File: src/rtl/dms_defines.svh
// Purpose: Shared constants of the motion-sync digital I/O block
// Assumes: Included by bare name from every rtl file
// Notes: Register offsets are byte addresses on the plain register port
`ifndef DMS_DEFINES_SVH
`define DMS_DEFINES_SVH
// Sizes
`define DMS_AXES 3
`define DMS_BITS 24
`define DMS_PORT_W 8
`define DMS_PORT_SH 3
`define DMS_IDX_W 5
`define DMS_AW 8
`define DMS_DW 32
// Register offsets
`define DMS_A_DIR 8'h00
`define DMS_A_LKA0 8'h04
`define DMS_A_LKEN 8'h10
`define DMS_A_SSA0 8'h14
`define DMS_A_SSEN 8'h20
`define DMS_A_OUT 8'h24
`define DMS_A_PIN 8'h28
`define DMS_A_STAT 8'h2C
`define DMS_A_CLR 8'h30
`define DMS_A_IEN 8'h34
`define DMS_A_LMASK 8'h38
`define DMS_A_LIDX 8'h3C
`define DMS_A_ESC 8'h40
`define DMS_A_STEP 8'h04
// Field positions
`define DMS_IDX_F 4:0
`define DMS_LVL_POS 8
`define DMS_DIR_F 2:0
`define DMS_AX_F 2:0
`define DMS_STAT_F 3:0
`define DMS_ESC_F 1:0
`define DMS_ST_LAUNCH 3
// Reset values
`define DMS_DIR_RST 3'h0
`define DMS_AX_RST 3'h0
`define DMS_ASG_RST 6'h00
`define DMS_STAT_RST 4'h0
`define DMS_ESC_RST 2'h0
`define DMS_IDX_RST 5'h00
`define DMS_WORD_RST 32'h0000_0000
`define DMS_BITS_RST 24'h00_0000
`define DMS_PIN_IDLE 24'hff_ffff
// Direction codes used by checks
`define DMS_DIR_04 3'h4
`define DMS_OE_04 24'hff_0000
`define DMS_DIR_06 3'h6
`define DMS_OE_06 24'hff_ff00
`endif

File: src/rtl/dms_pkg.sv
// Purpose: Types of the motion-sync digital I/O block
// Assumes: dms_defines.svh on the include path
// Notes: Widths come from the shared header
`include "dms_defines.svh"
package dms_pkg;
   // Per-axis interlock state
   typedef enum logic [1:0] {
      LK_CLEAR = 2'b00,
      LK_REJECT = 2'b01,
      LK_STOP = 2'b10
   } dms_lock_state_type;
   // Bit assignment: level plus I/O bit index
   typedef struct packed {
      logic level;
      logic [`DMS_IDX_W-1:0] idx;
   } dms_assign_type;
endpackage

File: src/rtl/dms_evt_if.sv
// Purpose: Pin samples and launch events between top and launcher
// Assumes: One clock domain
// Notes: Top drives pin_sync and mask, launcher answers with a pulse
`timescale 1ns/1ps
`default_nettype none
`include "dms_defines.svh"
interface dms_evt_if;
   logic [`DMS_BITS-1:0] pin_sync;
   logic [`DMS_BITS-1:0] mask;
   logic launch;
   logic [`DMS_IDX_W-1:0] launch_idx;
   modport src (output pin_sync, output mask, input launch, input launch_idx);
   modport launcher (input pin_sync, input mask, output launch, output launch_idx);
endinterface
`default_nettype wire

File: src/rtl/dms_sync.sv
// Purpose: Two-flop synchroniser for the I/O pins
// Assumes: Pins idle high through pull-ups
// Notes: Only the second stage leaves this module
`timescale 1ns/1ps
`default_nettype none
`include "dms_defines.svh"
module dms_sync import dms_pkg::*; (
   input wire logic clk, // System clock
   input wire logic rst, // Async reset, high
   input wire logic [`DMS_BITS-1:0] async_in, // Raw pins
   output logic [`DMS_BITS-1:0] sync_out // Synchronised pins
);
   logic [`DMS_BITS-1:0] meta_ff, nxt_meta, sync_ff, nxt_sync;

   // Next stage values
   always_comb begin
      nxt_meta = async_in;
      nxt_sync = meta_ff;
   end

   // Stages reset to the pulled-up idle level
   always_ff @(posedge clk or posedge rst) begin
      if (rst) begin
         meta_ff <= `DMS_PIN_IDLE;
         sync_ff <= `DMS_PIN_IDLE;
      end else begin
         meta_ff <= nxt_meta;
         sync_ff <= nxt_sync;
      end
   end

   assign sync_out = sync_ff;
endmodule
`default_nettype wire

File: src/rtl/dms_launch.sv
// Purpose: Falling-edge detector that launches stored programs
// Assumes: pin_sync already synchronised, mask holds input bits only
// Notes: Lowest index wins when several bits fall together
`timescale 1ns/1ps
`default_nettype none
`include "dms_defines.svh"
module dms_launch import dms_pkg::*; (
   input wire logic clk, // System clock
   input wire logic rst, // Async reset, high
   dms_evt_if.launcher ev // Pins in, launch out
);
   logic [`DMS_BITS-1:0] prev_ff, nxt_prev, fall;
   logic launch_ff, nxt_launch;
   logic [`DMS_IDX_W-1:0] idx_ff, nxt_idx;

   // High-to-low detect on assigned bits
   always_comb begin
      fall = prev_ff & ~ev.pin_sync & ev.mask;
      nxt_prev = ev.pin_sync;
      nxt_launch = |fall;
      nxt_idx = idx_ff;
      for (int b = `DMS_BITS - 1; b >= 0; b--) begin
         if (fall[b]) begin
            nxt_idx = `DMS_IDX_W'(b);
         end
      end
   end

   // Previous sample resets high so release gives no false launch
   always_ff @(posedge clk or posedge rst) begin
      if (rst) begin
         prev_ff <= `DMS_PIN_IDLE;
         launch_ff <= 1'b0;
         idx_ff <= `DMS_IDX_RST;
      end else begin
         prev_ff <= nxt_prev;
         launch_ff <= nxt_launch;
         idx_ff <= nxt_idx;
      end
   end

   assign ev.launch = launch_ff;
   assign ev.launch_idx = idx_ff;
endmodule
`default_nettype wire

File: src/rtl/dms_motion_sync.sv
// Purpose: Digital I/O interlock, standstill report and program launch
// Assumes: axis_moving comes from logic on clk; pins are asynchronous
// Notes: Registers on a plain port, read data one cycle after strobe
//
// What this block does
// Enabled interlock bit at level blocks axis, errors
// Interlock keeps bit index and blocking level
// Interlock acts only while its enable set
// Stationary axis drives standstill bit to level
// Standstill keeps bit index and stationary level
// Standstill drives pin only enabled and configured
// Software sets standstill port to output
// Direction code bit per port, 1 output
// Code 04H: A,B inputs, C output
// Per-bit assignment of program launch inputs
// Launch on high-to-low pin transition
// Moving axis gets emergency stop, idle rejects
// Reset leaves every port an input
// Moving axis drives opposite standstill level
`timescale 1ns/1ps
`default_nettype none
`include "dms_defines.svh"
module dms_motion_sync import dms_pkg::*; (
   input wire logic clk, // System clock
   input wire logic rst, // Async reset, high
   input wire logic [`DMS_AW-1:0] reg_addr, // Register byte address
   input wire logic [`DMS_DW-1:0] reg_wdata, // Write data
   input wire logic reg_wr, // Write strobe
   input wire logic reg_rd, // Read strobe
   output logic [`DMS_DW-1:0] reg_rdata, // Read data, next cycle
   input wire logic [`DMS_BITS-1:0] io_in, // Pin levels
   output logic [`DMS_BITS-1:0] io_out, // Pin drive value
   output logic [`DMS_BITS-1:0] io_oe, // Pin drive enable
   input wire logic [`DMS_AXES-1:0] axis_moving, // Axis in motion
   output logic [`DMS_AXES-1:0] move_block, // Refuse or hold moves
   output logic [`DMS_AXES-1:0] estop_req, // Emergency stop pulse
   output logic [1:0] estop_cfg, // Emergency stop mode
   output logic launch_req, // Start stored program pulse
   output logic [`DMS_IDX_W-1:0] launch_idx, // Bit that launched
   output logic irq // Level interrupt
);
   logic [2:0] dir_ff, nxt_dir;
   dms_assign_type lka_ff [`DMS_AXES];
   dms_assign_type nxt_lka [`DMS_AXES];
   dms_assign_type ssa_ff [`DMS_AXES];
   dms_assign_type nxt_ssa [`DMS_AXES];
   logic [`DMS_AXES-1:0] lken_ff, nxt_lken, ssen_ff, nxt_ssen;
   logic [`DMS_AXES-1:0] sscfg_ff, nxt_sscfg;
   logic [`DMS_BITS-1:0] outr_ff, nxt_outr, lmask_ff, nxt_lmask;
   logic [1:0] esc_ff, nxt_esc;
   logic [3:0] stat_ff, nxt_stat, ien_ff, nxt_ien, clr, evt;
   logic [`DMS_IDX_W-1:0] lidx_ff, nxt_lidx;
   logic [`DMS_DW-1:0] rdata_ff, nxt_rdata;
   dms_lock_state_type lk_ff [`DMS_AXES];
   dms_lock_state_type nxt_lk [`DMS_AXES];
   logic [`DMS_AXES-1:0] blk_ff, nxt_blk, estop_ff, nxt_estop, hit;
   logic [`DMS_BITS-1:0] out_ff, nxt_out, oe_ff, nxt_oe, pin_s;

   dms_evt_if ev ();

   // Address of a per-axis register
   function automatic logic [7:0] axis_addr(input logic [7:0] base, input int a);
      axis_addr = base + 8'(a) * `DMS_A_STEP;
   endfunction

   // Pin level at an assigned bit; out of range never matches
   function automatic logic bit_of(input logic [`DMS_BITS-1:0] v,
                                   input dms_assign_type asg);
      bit_of = (asg.idx < `DMS_BITS) ? v[asg.idx] : ~asg.level;
   endfunction

   // Whether the port holding a bit is an output
   function automatic logic is_out(input logic [2:0] dir,
                                   input logic [`DMS_IDX_W-1:0] idx);
      is_out = (idx < `DMS_BITS) ? dir[2'(idx >> `DMS_PORT_SH)] : 1'b0;
   endfunction

   // Pin synchroniser
   dms_sync u_sync (
      .clk(clk),
      .rst(rst),
      .async_in(io_in),
      .sync_out(pin_s)
   );

   // Program launch on input bits only
   assign ev.pin_sync = pin_s;
   assign ev.mask = lmask_ff & ~oe_ff;

   dms_launch u_launch (
      .clk(clk),
      .rst(rst),
      .ev(ev.launcher)
   );

   // Register writes and sticky status
   always_comb begin
      nxt_dir = dir_ff;
      nxt_lken = lken_ff;
      nxt_ssen = ssen_ff;
      nxt_sscfg = sscfg_ff;
      nxt_outr = outr_ff;
      nxt_lmask = lmask_ff;
      nxt_esc = esc_ff;
      nxt_ien = ien_ff;
      nxt_lka = lka_ff;
      nxt_ssa = ssa_ff;
      clr = `DMS_STAT_RST;
      if (reg_wr) begin
         case (reg_addr)
            `DMS_A_DIR: nxt_dir = reg_wdata[`DMS_DIR_F];
            `DMS_A_LKEN: nxt_lken = reg_wdata[`DMS_AX_F];
            `DMS_A_SSEN: nxt_ssen = reg_wdata[`DMS_AX_F];
            `DMS_A_OUT: nxt_outr = reg_wdata[`DMS_BITS-1:0];
            `DMS_A_LMASK: nxt_lmask = reg_wdata[`DMS_BITS-1:0];
            `DMS_A_ESC: nxt_esc = reg_wdata[`DMS_ESC_F];
            `DMS_A_CLR: clr = reg_wdata[`DMS_STAT_F];
            `DMS_A_IEN: nxt_ien = reg_wdata[`DMS_STAT_F];
            default: ;
         endcase
         for (int a = 0; a < `DMS_AXES; a++) begin
            if (reg_addr == axis_addr(`DMS_A_LKA0, a)) begin
               nxt_lka[a] = {reg_wdata[`DMS_LVL_POS], reg_wdata[`DMS_IDX_F]};
            end
            if (reg_addr == axis_addr(`DMS_A_SSA0, a)) begin
               nxt_ssa[a] = {reg_wdata[`DMS_LVL_POS], reg_wdata[`DMS_IDX_F]};
               nxt_sscfg[a] = 1'b1;
            end
         end
      end
      // A new event wins over a clear in the same cycle
      nxt_stat = (stat_ff & ~clr) | evt;
      nxt_lidx = ev.launch ? ev.launch_idx : lidx_ff;
   end

   // Read data, zero outside a read
   always_comb begin
      nxt_rdata = `DMS_WORD_RST;
      if (reg_rd) begin
         case (reg_addr)
            `DMS_A_DIR: nxt_rdata[`DMS_DIR_F] = dir_ff;
            `DMS_A_LKEN: nxt_rdata[`DMS_AX_F] = lken_ff;
            `DMS_A_SSEN: nxt_rdata[`DMS_AX_F] = ssen_ff;
            `DMS_A_OUT: nxt_rdata[`DMS_BITS-1:0] = outr_ff;
            `DMS_A_PIN: nxt_rdata[`DMS_BITS-1:0] = pin_s;
            `DMS_A_STAT: nxt_rdata[`DMS_STAT_F] = stat_ff;
            `DMS_A_IEN: nxt_rdata[`DMS_STAT_F] = ien_ff;
            `DMS_A_LMASK: nxt_rdata[`DMS_BITS-1:0] = lmask_ff;
            `DMS_A_LIDX: nxt_rdata[`DMS_IDX_F] = lidx_ff;
            `DMS_A_ESC: nxt_rdata[`DMS_ESC_F] = esc_ff;
            default: ;
         endcase
         for (int a = 0; a < `DMS_AXES; a++) begin
            if (reg_addr == axis_addr(`DMS_A_LKA0, a)) begin
               nxt_rdata[`DMS_LVL_POS] = lka_ff[a].level;
               nxt_rdata[`DMS_IDX_F] = lka_ff[a].idx;
            end
            if (reg_addr == axis_addr(`DMS_A_SSA0, a)) begin
               nxt_rdata[`DMS_LVL_POS] = ssa_ff[a].level;
               nxt_rdata[`DMS_IDX_F] = ssa_ff[a].idx;
            end
         end
      end
   end

   // Interlock per axis
   always_comb begin
      nxt_lk = lk_ff;
      nxt_estop = `DMS_AX_RST;
      evt = `DMS_STAT_RST;
      evt[`DMS_ST_LAUNCH] = ev.launch;
      for (int a = 0; a < `DMS_AXES; a++) begin
         hit[a] = lken_ff[a] && !is_out(dir_ff, lka_ff[a].idx)
                  && (bit_of(pin_s, lka_ff[a]) == lka_ff[a].level);
         case (lk_ff[a])
            LK_CLEAR: begin
               if (hit[a]) begin
                  evt[a] = 1'b1;
                  if (axis_moving[a]) begin
                     nxt_lk[a] = LK_STOP;
                     nxt_estop[a] = 1'b1;
                  end else begin
                     nxt_lk[a] = LK_REJECT;
                  end
               end
            end
            LK_REJECT: begin
               if (!hit[a]) begin
                  nxt_lk[a] = LK_CLEAR;
               end else if (axis_moving[a]) begin
                  nxt_lk[a] = LK_STOP;
                  nxt_estop[a] = 1'b1;
               end
            end
            LK_STOP: begin
               if (!hit[a]) begin
                  nxt_lk[a] = LK_CLEAR;
               end
            end
            default: nxt_lk[a] = LK_CLEAR;
         endcase
         nxt_blk[a] = (nxt_lk[a] != LK_CLEAR);
      end
   end

   // Pin drive: software value, overridden by standstill reports
   always_comb begin
      for (int b = 0; b < `DMS_BITS; b++) begin
         nxt_oe[b] = dir_ff[b / `DMS_PORT_W];
         nxt_out[b] = outr_ff[b];
         for (int a = 0; a < `DMS_AXES; a++) begin
            if (ssen_ff[a] && sscfg_ff[a] && ssa_ff[a].idx == 5'(b)) begin
               nxt_out[b] = axis_moving[a] ? ~ssa_ff[a].level
                                           : ssa_ff[a].level;
            end
         end
      end
   end

   // State registers; direction resets to all inputs
   always_ff @(posedge clk or posedge rst) begin
      if (rst) begin
         dir_ff <= `DMS_DIR_RST;
         lken_ff <= `DMS_AX_RST;
         ssen_ff <= `DMS_AX_RST;
         sscfg_ff <= `DMS_AX_RST;
         outr_ff <= `DMS_BITS_RST;
         lmask_ff <= `DMS_BITS_RST;
         esc_ff <= `DMS_ESC_RST;
         ien_ff <= `DMS_STAT_RST;
         stat_ff <= `DMS_STAT_RST;
         lidx_ff <= `DMS_IDX_RST;
         rdata_ff <= `DMS_WORD_RST;
         blk_ff <= `DMS_AX_RST;
         estop_ff <= `DMS_AX_RST;
         out_ff <= `DMS_BITS_RST;
         oe_ff <= `DMS_BITS_RST;
         for (int a = 0; a < `DMS_AXES; a++) begin
            lka_ff[a] <= `DMS_ASG_RST;
            ssa_ff[a] <= `DMS_ASG_RST;
            lk_ff[a] <= LK_CLEAR;
         end
      end else begin
         dir_ff <= nxt_dir;
         lken_ff <= nxt_lken;
         ssen_ff <= nxt_ssen;
         sscfg_ff <= nxt_sscfg;
         outr_ff <= nxt_outr;
         lmask_ff <= nxt_lmask;
         esc_ff <= nxt_esc;
         ien_ff <= nxt_ien;
         stat_ff <= nxt_stat;
         lidx_ff <= nxt_lidx;
         rdata_ff <= nxt_rdata;
         blk_ff <= nxt_blk;
         estop_ff <= nxt_estop;
         out_ff <= nxt_out;
         oe_ff <= nxt_oe;
         lka_ff <= nxt_lka;
         ssa_ff <= nxt_ssa;
         lk_ff <= nxt_lk;
      end
   end

   // Outputs
   assign reg_rdata = rdata_ff;
   assign io_out = out_ff;
   assign io_oe = oe_ff;
   assign move_block = blk_ff;
   assign estop_req = estop_ff;
   assign estop_cfg = esc_ff;
   assign launch_req = ev.launch;
   assign launch_idx = ev.launch_idx;
   assign irq = |(stat_ff & ien_ff);
endmodule
`default_nettype wire

File: config.mk
export PLATFORM = sky130hd
export DESIGN_NAME = dms_motion_sync
export DESIGN_NICKNAME = d
export VERILOG_FILES = /design/src/rtl/dms_pkg.sv /design/src/rtl/dms_evt_if.sv /design/src/rtl/dms_sync.sv /design/src/rtl/dms_launch.sv /design/src/rtl/dms_motion_sync.sv
export VERILOG_INCLUDE_DIRS = /design/src /design/src/rtl
export SDC_FILE = /design/constraint.sdc
export NUM_CORES = 1
export LEC_CHECK = 0
export BUFFER_PORTS_ARGS = -buffer_cell sky130_fd_sc_hd__buf_4
export CAP_MARGIN = 20
export CORE_MARGIN = 2
export CORE_UTILIZATION = 52
export CTS_CLUSTER_SIZE = 20
export DETAILED_ROUTE_END_ITERATION = 12
export GPL_ROUTABILITY_DRIVEN = 0
export PLACE_DENSITY = 0.82
export SLEW_MARGIN = 20
export SYNTH_ARGS = -nofsm -noshare
export SYNTH_HDL_FRONTEND = slang
export SYNTH_HIERARCHICAL = 1
export SYNTH_SLANG_ARGS = --single-unit
File: constraint.sdc
create_clock -name clk -period 4.75 [get_ports clk]
set_input_delay 0.2375 -clock clk [delete_from_list [all_inputs] [get_ports clk]]
set_output_delay 0.2375 -clock clk [all_outputs]
set_load 0.03 [all_outputs]
### After elaboration in Yosys (flattened, before gate mapping)

Index checks and enable logic that the tools add are counted.

* output and inout bits: 95
* input port bits: 71
* register bits: 266
* logic and storage cells: 438

* magnitude comparators: 9
* equal/unequal tests: 94
* reductions and logical operators: 113
* bitwise logic cells: 15
* mux-type cells: 170

Operators by type and width (count)
* $mux W5: 30
* $eq A5 B4 Y1 const B: 24
* $eq A5 B5 Y1 const B: 24
* $mux W1: 108
* $logic_and A1 B1 Y1: 81
* $and A24 B24 Y24: 3
* $eq A8 B6 Y1 const B: 8
* $eq A5 B3 Y1 const B: 12
* $pmux W19 S3: 1
* $not A24 Y24: 2
* $eq A8 B5 Y1 const B: 4
* $eq A5 B2 Y1 const B: 6
* $mux W2: 15
* $reduce_and A2 Y1: 13
* $mux W24: 1
* $reduce_bool A24 Y1: 1
* $reduce_or A24 Y1: 1
* $pmux W2 S10: 1
* $lt A5 B6 Y1 const B: 3
* $pmux W2 S3: 3
* $eq A8 B4 Y1 const B: 2
* $bmux W1 S5: 3
* $eq A5 B1 Y1 const B: 3
* $logic_not A5 Y1: 3
* other kinds (22): 49

### Logic depth before layout (Yosys ltp)

* word-level depth: 27
* depth in mapped cells: 8
* gate-level depth less buffers: 7

### Cells and area by module

Netlist, hierarchy kept.

By module, submodules not included
* dms_motion_sync: times used 1, cells an instance 899, area an instance 9830.7 µm²
* dms_launch: times used 1, cells an instance 111, area an instance 1306.3 µm²
* dms_sync: times used 1, cells an instance 49, area an instance 1265.0 µm²

### Least setup slack after synthesis

No wires, ideal clock.

* kind: reg-to-reg
* start point: register io_oe[16] (netlist name)
* end point: register u_launch.idx_ff[2], in the netlist u_launch/ev.launch_idx[2]
* path buffers: 0
* data required time: 4.625 ns
* cell stages (with the launch flop): 7
* setup slack: 2.590 ns
* arrival: 2.035 ns
* setup time: 0.125 ns
* cell sequence: dfrtp_1 -> nor2b_1 -> and3b_1 -> nor4b_4 -> nor4b_4 -> nand3_2 -> mux2_4

RTL lines
* $not A24 Y24 (*): line dms_motion_sync.sv:88 `assign ev.mask = lmask_ff & ~oe_ff;`
* $and A24 B24 Y24 (*): line dms_motion_sync.sv:88
* named net ev.mask[17]: line dms_evt_if.sv:9 `` logic [`DMS_BITS-1:0] mask; ``
* $and A24 B24 Y24 (*): line dms_launch.sv:18 `fall = prev_ff & ~ev.pin_sync & ev.mask;`
* $mux W5 (18 in a row): line dms_launch.sv:23 `if (fall[b]) begin`
* end signal, assigned: line dms_launch.sv:34 `` idx_ff <= `DMS_IDX_RST; ``
* end signal, assigned: line dms_launch.sv:38 `idx_ff <= nxt_idx;`
* end, declared: line dms_launch.sv:14 `` logic [`DMS_IDX_W-1:0] idx_ff, nxt_idx; ``

The timed path passes the listed nets; every way through them passes the cells marked *.
A chain may end at the register's enable or synchronous reset.

### Worst setup path after layout

* start point: register oe_ff[15], in the netlist io_oe[15]
* end point: register u_launch.idx_ff[0], in the netlist u_launch/ev.launch_idx[0]

* longest elaborated chain between the ends: 19

RTL lines
* start, declared: line dms_motion_sync.sv:57 `` logic [`DMS_BITS-1:0] out_ff, nxt_out, oe_ff, nxt_oe, pin_s; ``
* start signal, assigned: line dms_motion_sync.sv:237 `` oe_ff <= `DMS_BITS_RST; ``
* start signal, assigned: line dms_motion_sync.sv:258 `oe_ff <= nxt_oe;`
* $not A24 Y24 (*): line dms_motion_sync.sv:88
* $and A24 B24 Y24 (*): line dms_motion_sync.sv:88
* $and A24 B24 Y24 (*): line dms_launch.sv:18
* $mux W5 (16 in a row): line dms_launch.sv:23

Mark *: on every way between the ends. The rest lies on a longest branch, timed or not.

==> impl_metrics.tcl <==
set metrics [dict create \
    yosysSeqAreaShare_pct 51.57 \
    grt.overflow.total 0 \
    grt_pass1_wl_um 50510 \
    synth_edf_count 0 \
    htree_levels 1 \
    route.detailed.drc 0 \
    ys_seq_elements 252 \
    synth-main-ff-cell "dfrtp_1" \
    cts_tree "built" \
    grt_max_degree 175 \
    synth.avg_cell_area_um2 11.71 \
    r2r_start "io_oe[15]$_DFF_PP0_" \
    wl_per_cell_um 20.83 \
    drtAntennaViolNets 0 \
    cts_root_buffer "clkbuf_16" \
    finalSetupViolations 0 \
    syn_area_um2 12400 \
    slew_headroom_pct 32.76 \
    synth_cell_types 79 \
    clock_skew_ps 11.45 \
    reg2reg_to "u_launch/ev.launch_idx[0]$_DFFE_PP0P_" \
    first_pass_iters 11 \
    start_util_pct 52.84 \
    drive_gt1_share_pct 33.50 \
    crit_type "reg2reg" \
    end_kind "flip-flop" \
    io_buffers 149 \
    powerDensity_nw_per_um2 351.3 \
    core_um2 23470 \
    final_max_slew_viol_count 0 \
    placedCellCount 1455 \
    finalHoldViolCount 0 \
    io_pins 166 \
    n_antenna_cell 0 \
    async_flop_share_pct 100.0 \
    grt_antenna_before_repair 0 \
    status "complete, no violations" \
    hold_end "lmask_ff[4]$_DFFE_PP0P_" \
    clock_path_buffers 3 \
    startpoint_type "flip-flop" \
    yosysWarnings 6 \
    nets 1281 \
    cts.sinks 252 \
    dieHeight_um 158.4 \
    nFillCells 1751 \
    die-area_um2 25100 \
    fp-row-count 56 \
    dieWidth_um 158.4 \
    cts_buffers 26 \
    grt_util_all_layers_pct 26.10 \
    clkTransAtPathRegs_ps 70 \
    hp-class "in2reg" \
    crit_required_ps 5170 \
    wl_um 32270 \
    netlist_instances 1059 \
    total_power_mw 5.244 \
    hpwl_um 21930 \
    area_delta_synth_final_pct 20.36 \
    final_cell_mix "180 x dfrtp_1, 156 x buf_4, 98 x mux2_2, 89 x mux2i_1, 73 x nand2_1" \
    insertion_delay_ps 540 \
    period_needed_ps 2467 \
    via_per_inst 5.954 \
    design_area_um2 14930 \
    drt_iter0_drc 1046 \
    fin_tns_setup_ps 0 \
    peakVddDrop_v 0.0003918 \
    arrival_ps 2880 \
    max_freq_mhz 405.4 \
    num_vias 9223 \
    p_leak_nw 6.489 \
    place_area_um2 13540 \
    crit_fanout 16 \
    maxCapViolations 0 \
    first_global_vias 9119 \
    hold_depth 2 \
    rsz0062_at_grt "no" \
    cts_setup_buffers 0 \
    reg2regPathDepth 7 \
    final_common_cell "dfrtp_1" \
    max_slew.worst_pin.slew_ps 1000 \
    r2r_slack_ps 2280 \
    hp-start "reg_wdata[4]" \
    instances_no_fill 1549 \
    min_period_over_period_pct 51.93 \
]
-- stage by stage --
step | util, % | hold WS, ps | worst slack (ps)
after floorplan | - | 242.0 | 2288
after global placement | 57.67 | 345.7 | 2096
after detailed placement | 57.67 | 346.8 | 2053
after CTS | 63.56 | 11.25 | 2271
after global routing | 63.59 | 32.14 | 2162
final | 63.59 | 36.05 | 2283
-- flip-flops by register name, indices dropped and copies added (netlist names), 5 cells and up --
name                    flops
lka_ff                     18
ssa_ff                     18
lidx_ff                     5
u_sync/sync_out            24
reg_rdata                  24
outr_ff                    24
lk_ff                       6
u_launch/ev.launch_idx      5
io_out                     24
u_sync/meta_ff             24
u_launch/prev_ff           24
lmask_ff                   24
-- layer usage --
metal  routed length [um]  vias to the layer above  track usage, %
li1                     -                     4135               -
met1                13210                     4517           35.77
met2                15240                      472           42.96
met3                 2570                       99           3.593
met4                 1241                        0           9.052
met5                    0                        -               0
-- power by group --
group / leakage, nW / internal (mW) / total [mW] / switching (mW)
logic: 2.84 / 0.288 / 0.648 / 0.360
clock network: 0.451 / 1.24 / 2.13 / 0.886
registers: 3.20 / 2.30 / 2.47 / 0.164
-- critical path, stage by stage (launching register included) --
cell and delay [ps]:
dfrtp_1 790, nor2b_1 100, nand3b_1 150, o21ai_0 180
nor4_2 510, nand3_2 220, o21ai_0 300, a21oi_1 70
-- logic make-up (layout without fill, tap and decap cells) --
group                  after synthesis  in the layout  share of synthesized area [%]
other                                1              8                        0.03024
buffers and inverters               98            262                          4.257
AO/OA/AOI/OAI                      149            149                          8.747
AND/OR/NAND/NOR                    335            335                          15.06
flip-flops                         252            252                          51.57
XOR/XNOR                             7              7                         0.4944
multiplexers                       217            217                          19.83
-- final cells by class --
cell class	instances	area (um2)	area share, %
sequential	252	6396	42.85
inverter	11	45.04	0.3018
clock buffer	31	742.0	4.971
clock inverter	17	180.2	1.207
tap	319	399.1	2.674
multi-input combinational	716	5513	36.93
timing repair buffer	203	1652	11.06
-- timing repair --
action,CTS,global route
hold buffers,46,0
endpoints found under the hold margin,71,0
gates resized for setup,0,0
-- synth_stat cells (3+ instances only) --
master / n / area [um2]
a22oi_1: 9 / 67.56
and2_1: 5 / 31.28
nand2_1: 73 / 274.0
dfstp_2: 72 / 1892
mux2_2: 98 / 1104
mux2_1: 18 / 202.7
a211oi_1: 7 / 52.55
dfrtp_1: 180 / 4504
o211ai_1: 6 / 45.04
xor2_1: 6 / 52.55
nor4b_4: 4 / 95.09
mux2i_1: 89 / 890.9
o21ai_0: 46 / 230.2
nand3b_1: 19 / 142.6
inv_1: 11 / 41.29
o221ai_1: 5 / 43.79
a21oi_1: 12 / 60.06
mux4_2: 11 / 247.7
buf_4: 32 / 240.2
nor3_1: 35 / 175.2
nand3_1: 15 / 75.07
clkbuf_1: 34 / 127.6
and3b_1: 8 / 70.07
nor2_1: 69 / 259.0
or3_1: 10 / 62.56
a221oi_1: 4 / 35.03
nor3b_2: 3 / 37.54
nand4_1: 7 / 43.79
o22ai_1: 6 / 37.54
nor2b_1: 34 / 212.7
nand2b_1: 25 / 156.4
a222oi_1: 18 / 180.2
buf_2: 16 / 80.08
a31oi_1: 3 / 18.77
o21a_1: 3 / 22.52
nor4_1: 9 / 56.30
-- worst max path at each step --
stage / end / start / depth (start not counted) / slack [ps]
6_report: u_launch/ev.launch_idx[0]$_DFFE_PP0P_ / io_oe[15]$_DFF_PP0_ / 7 / 2280
5_1_grt: estop_req[0]$_DFF_PP0_ / lka_ff[12]$_DFFE_PP0P_ / 5 / 2160
4_1_cts: estop_req[0]$_DFF_PP0_ / lka_ff[12]$_DFFE_PP0P_ / 5 / 2270
3_5_place_dp: outr_ff[5]$_DFFE_PP0P_ / reg_addr[2] / 6 / 2050
3_3_place_gp: outr_ff[5]$_DFFE_PP0P_ / reg_addr[2] / 6 / 2100
2_1_floorplan: dir_ff[0]$_DFFE_PP0P_ / rst / 1 / 2290
Power figures use the tool's default switching activity.
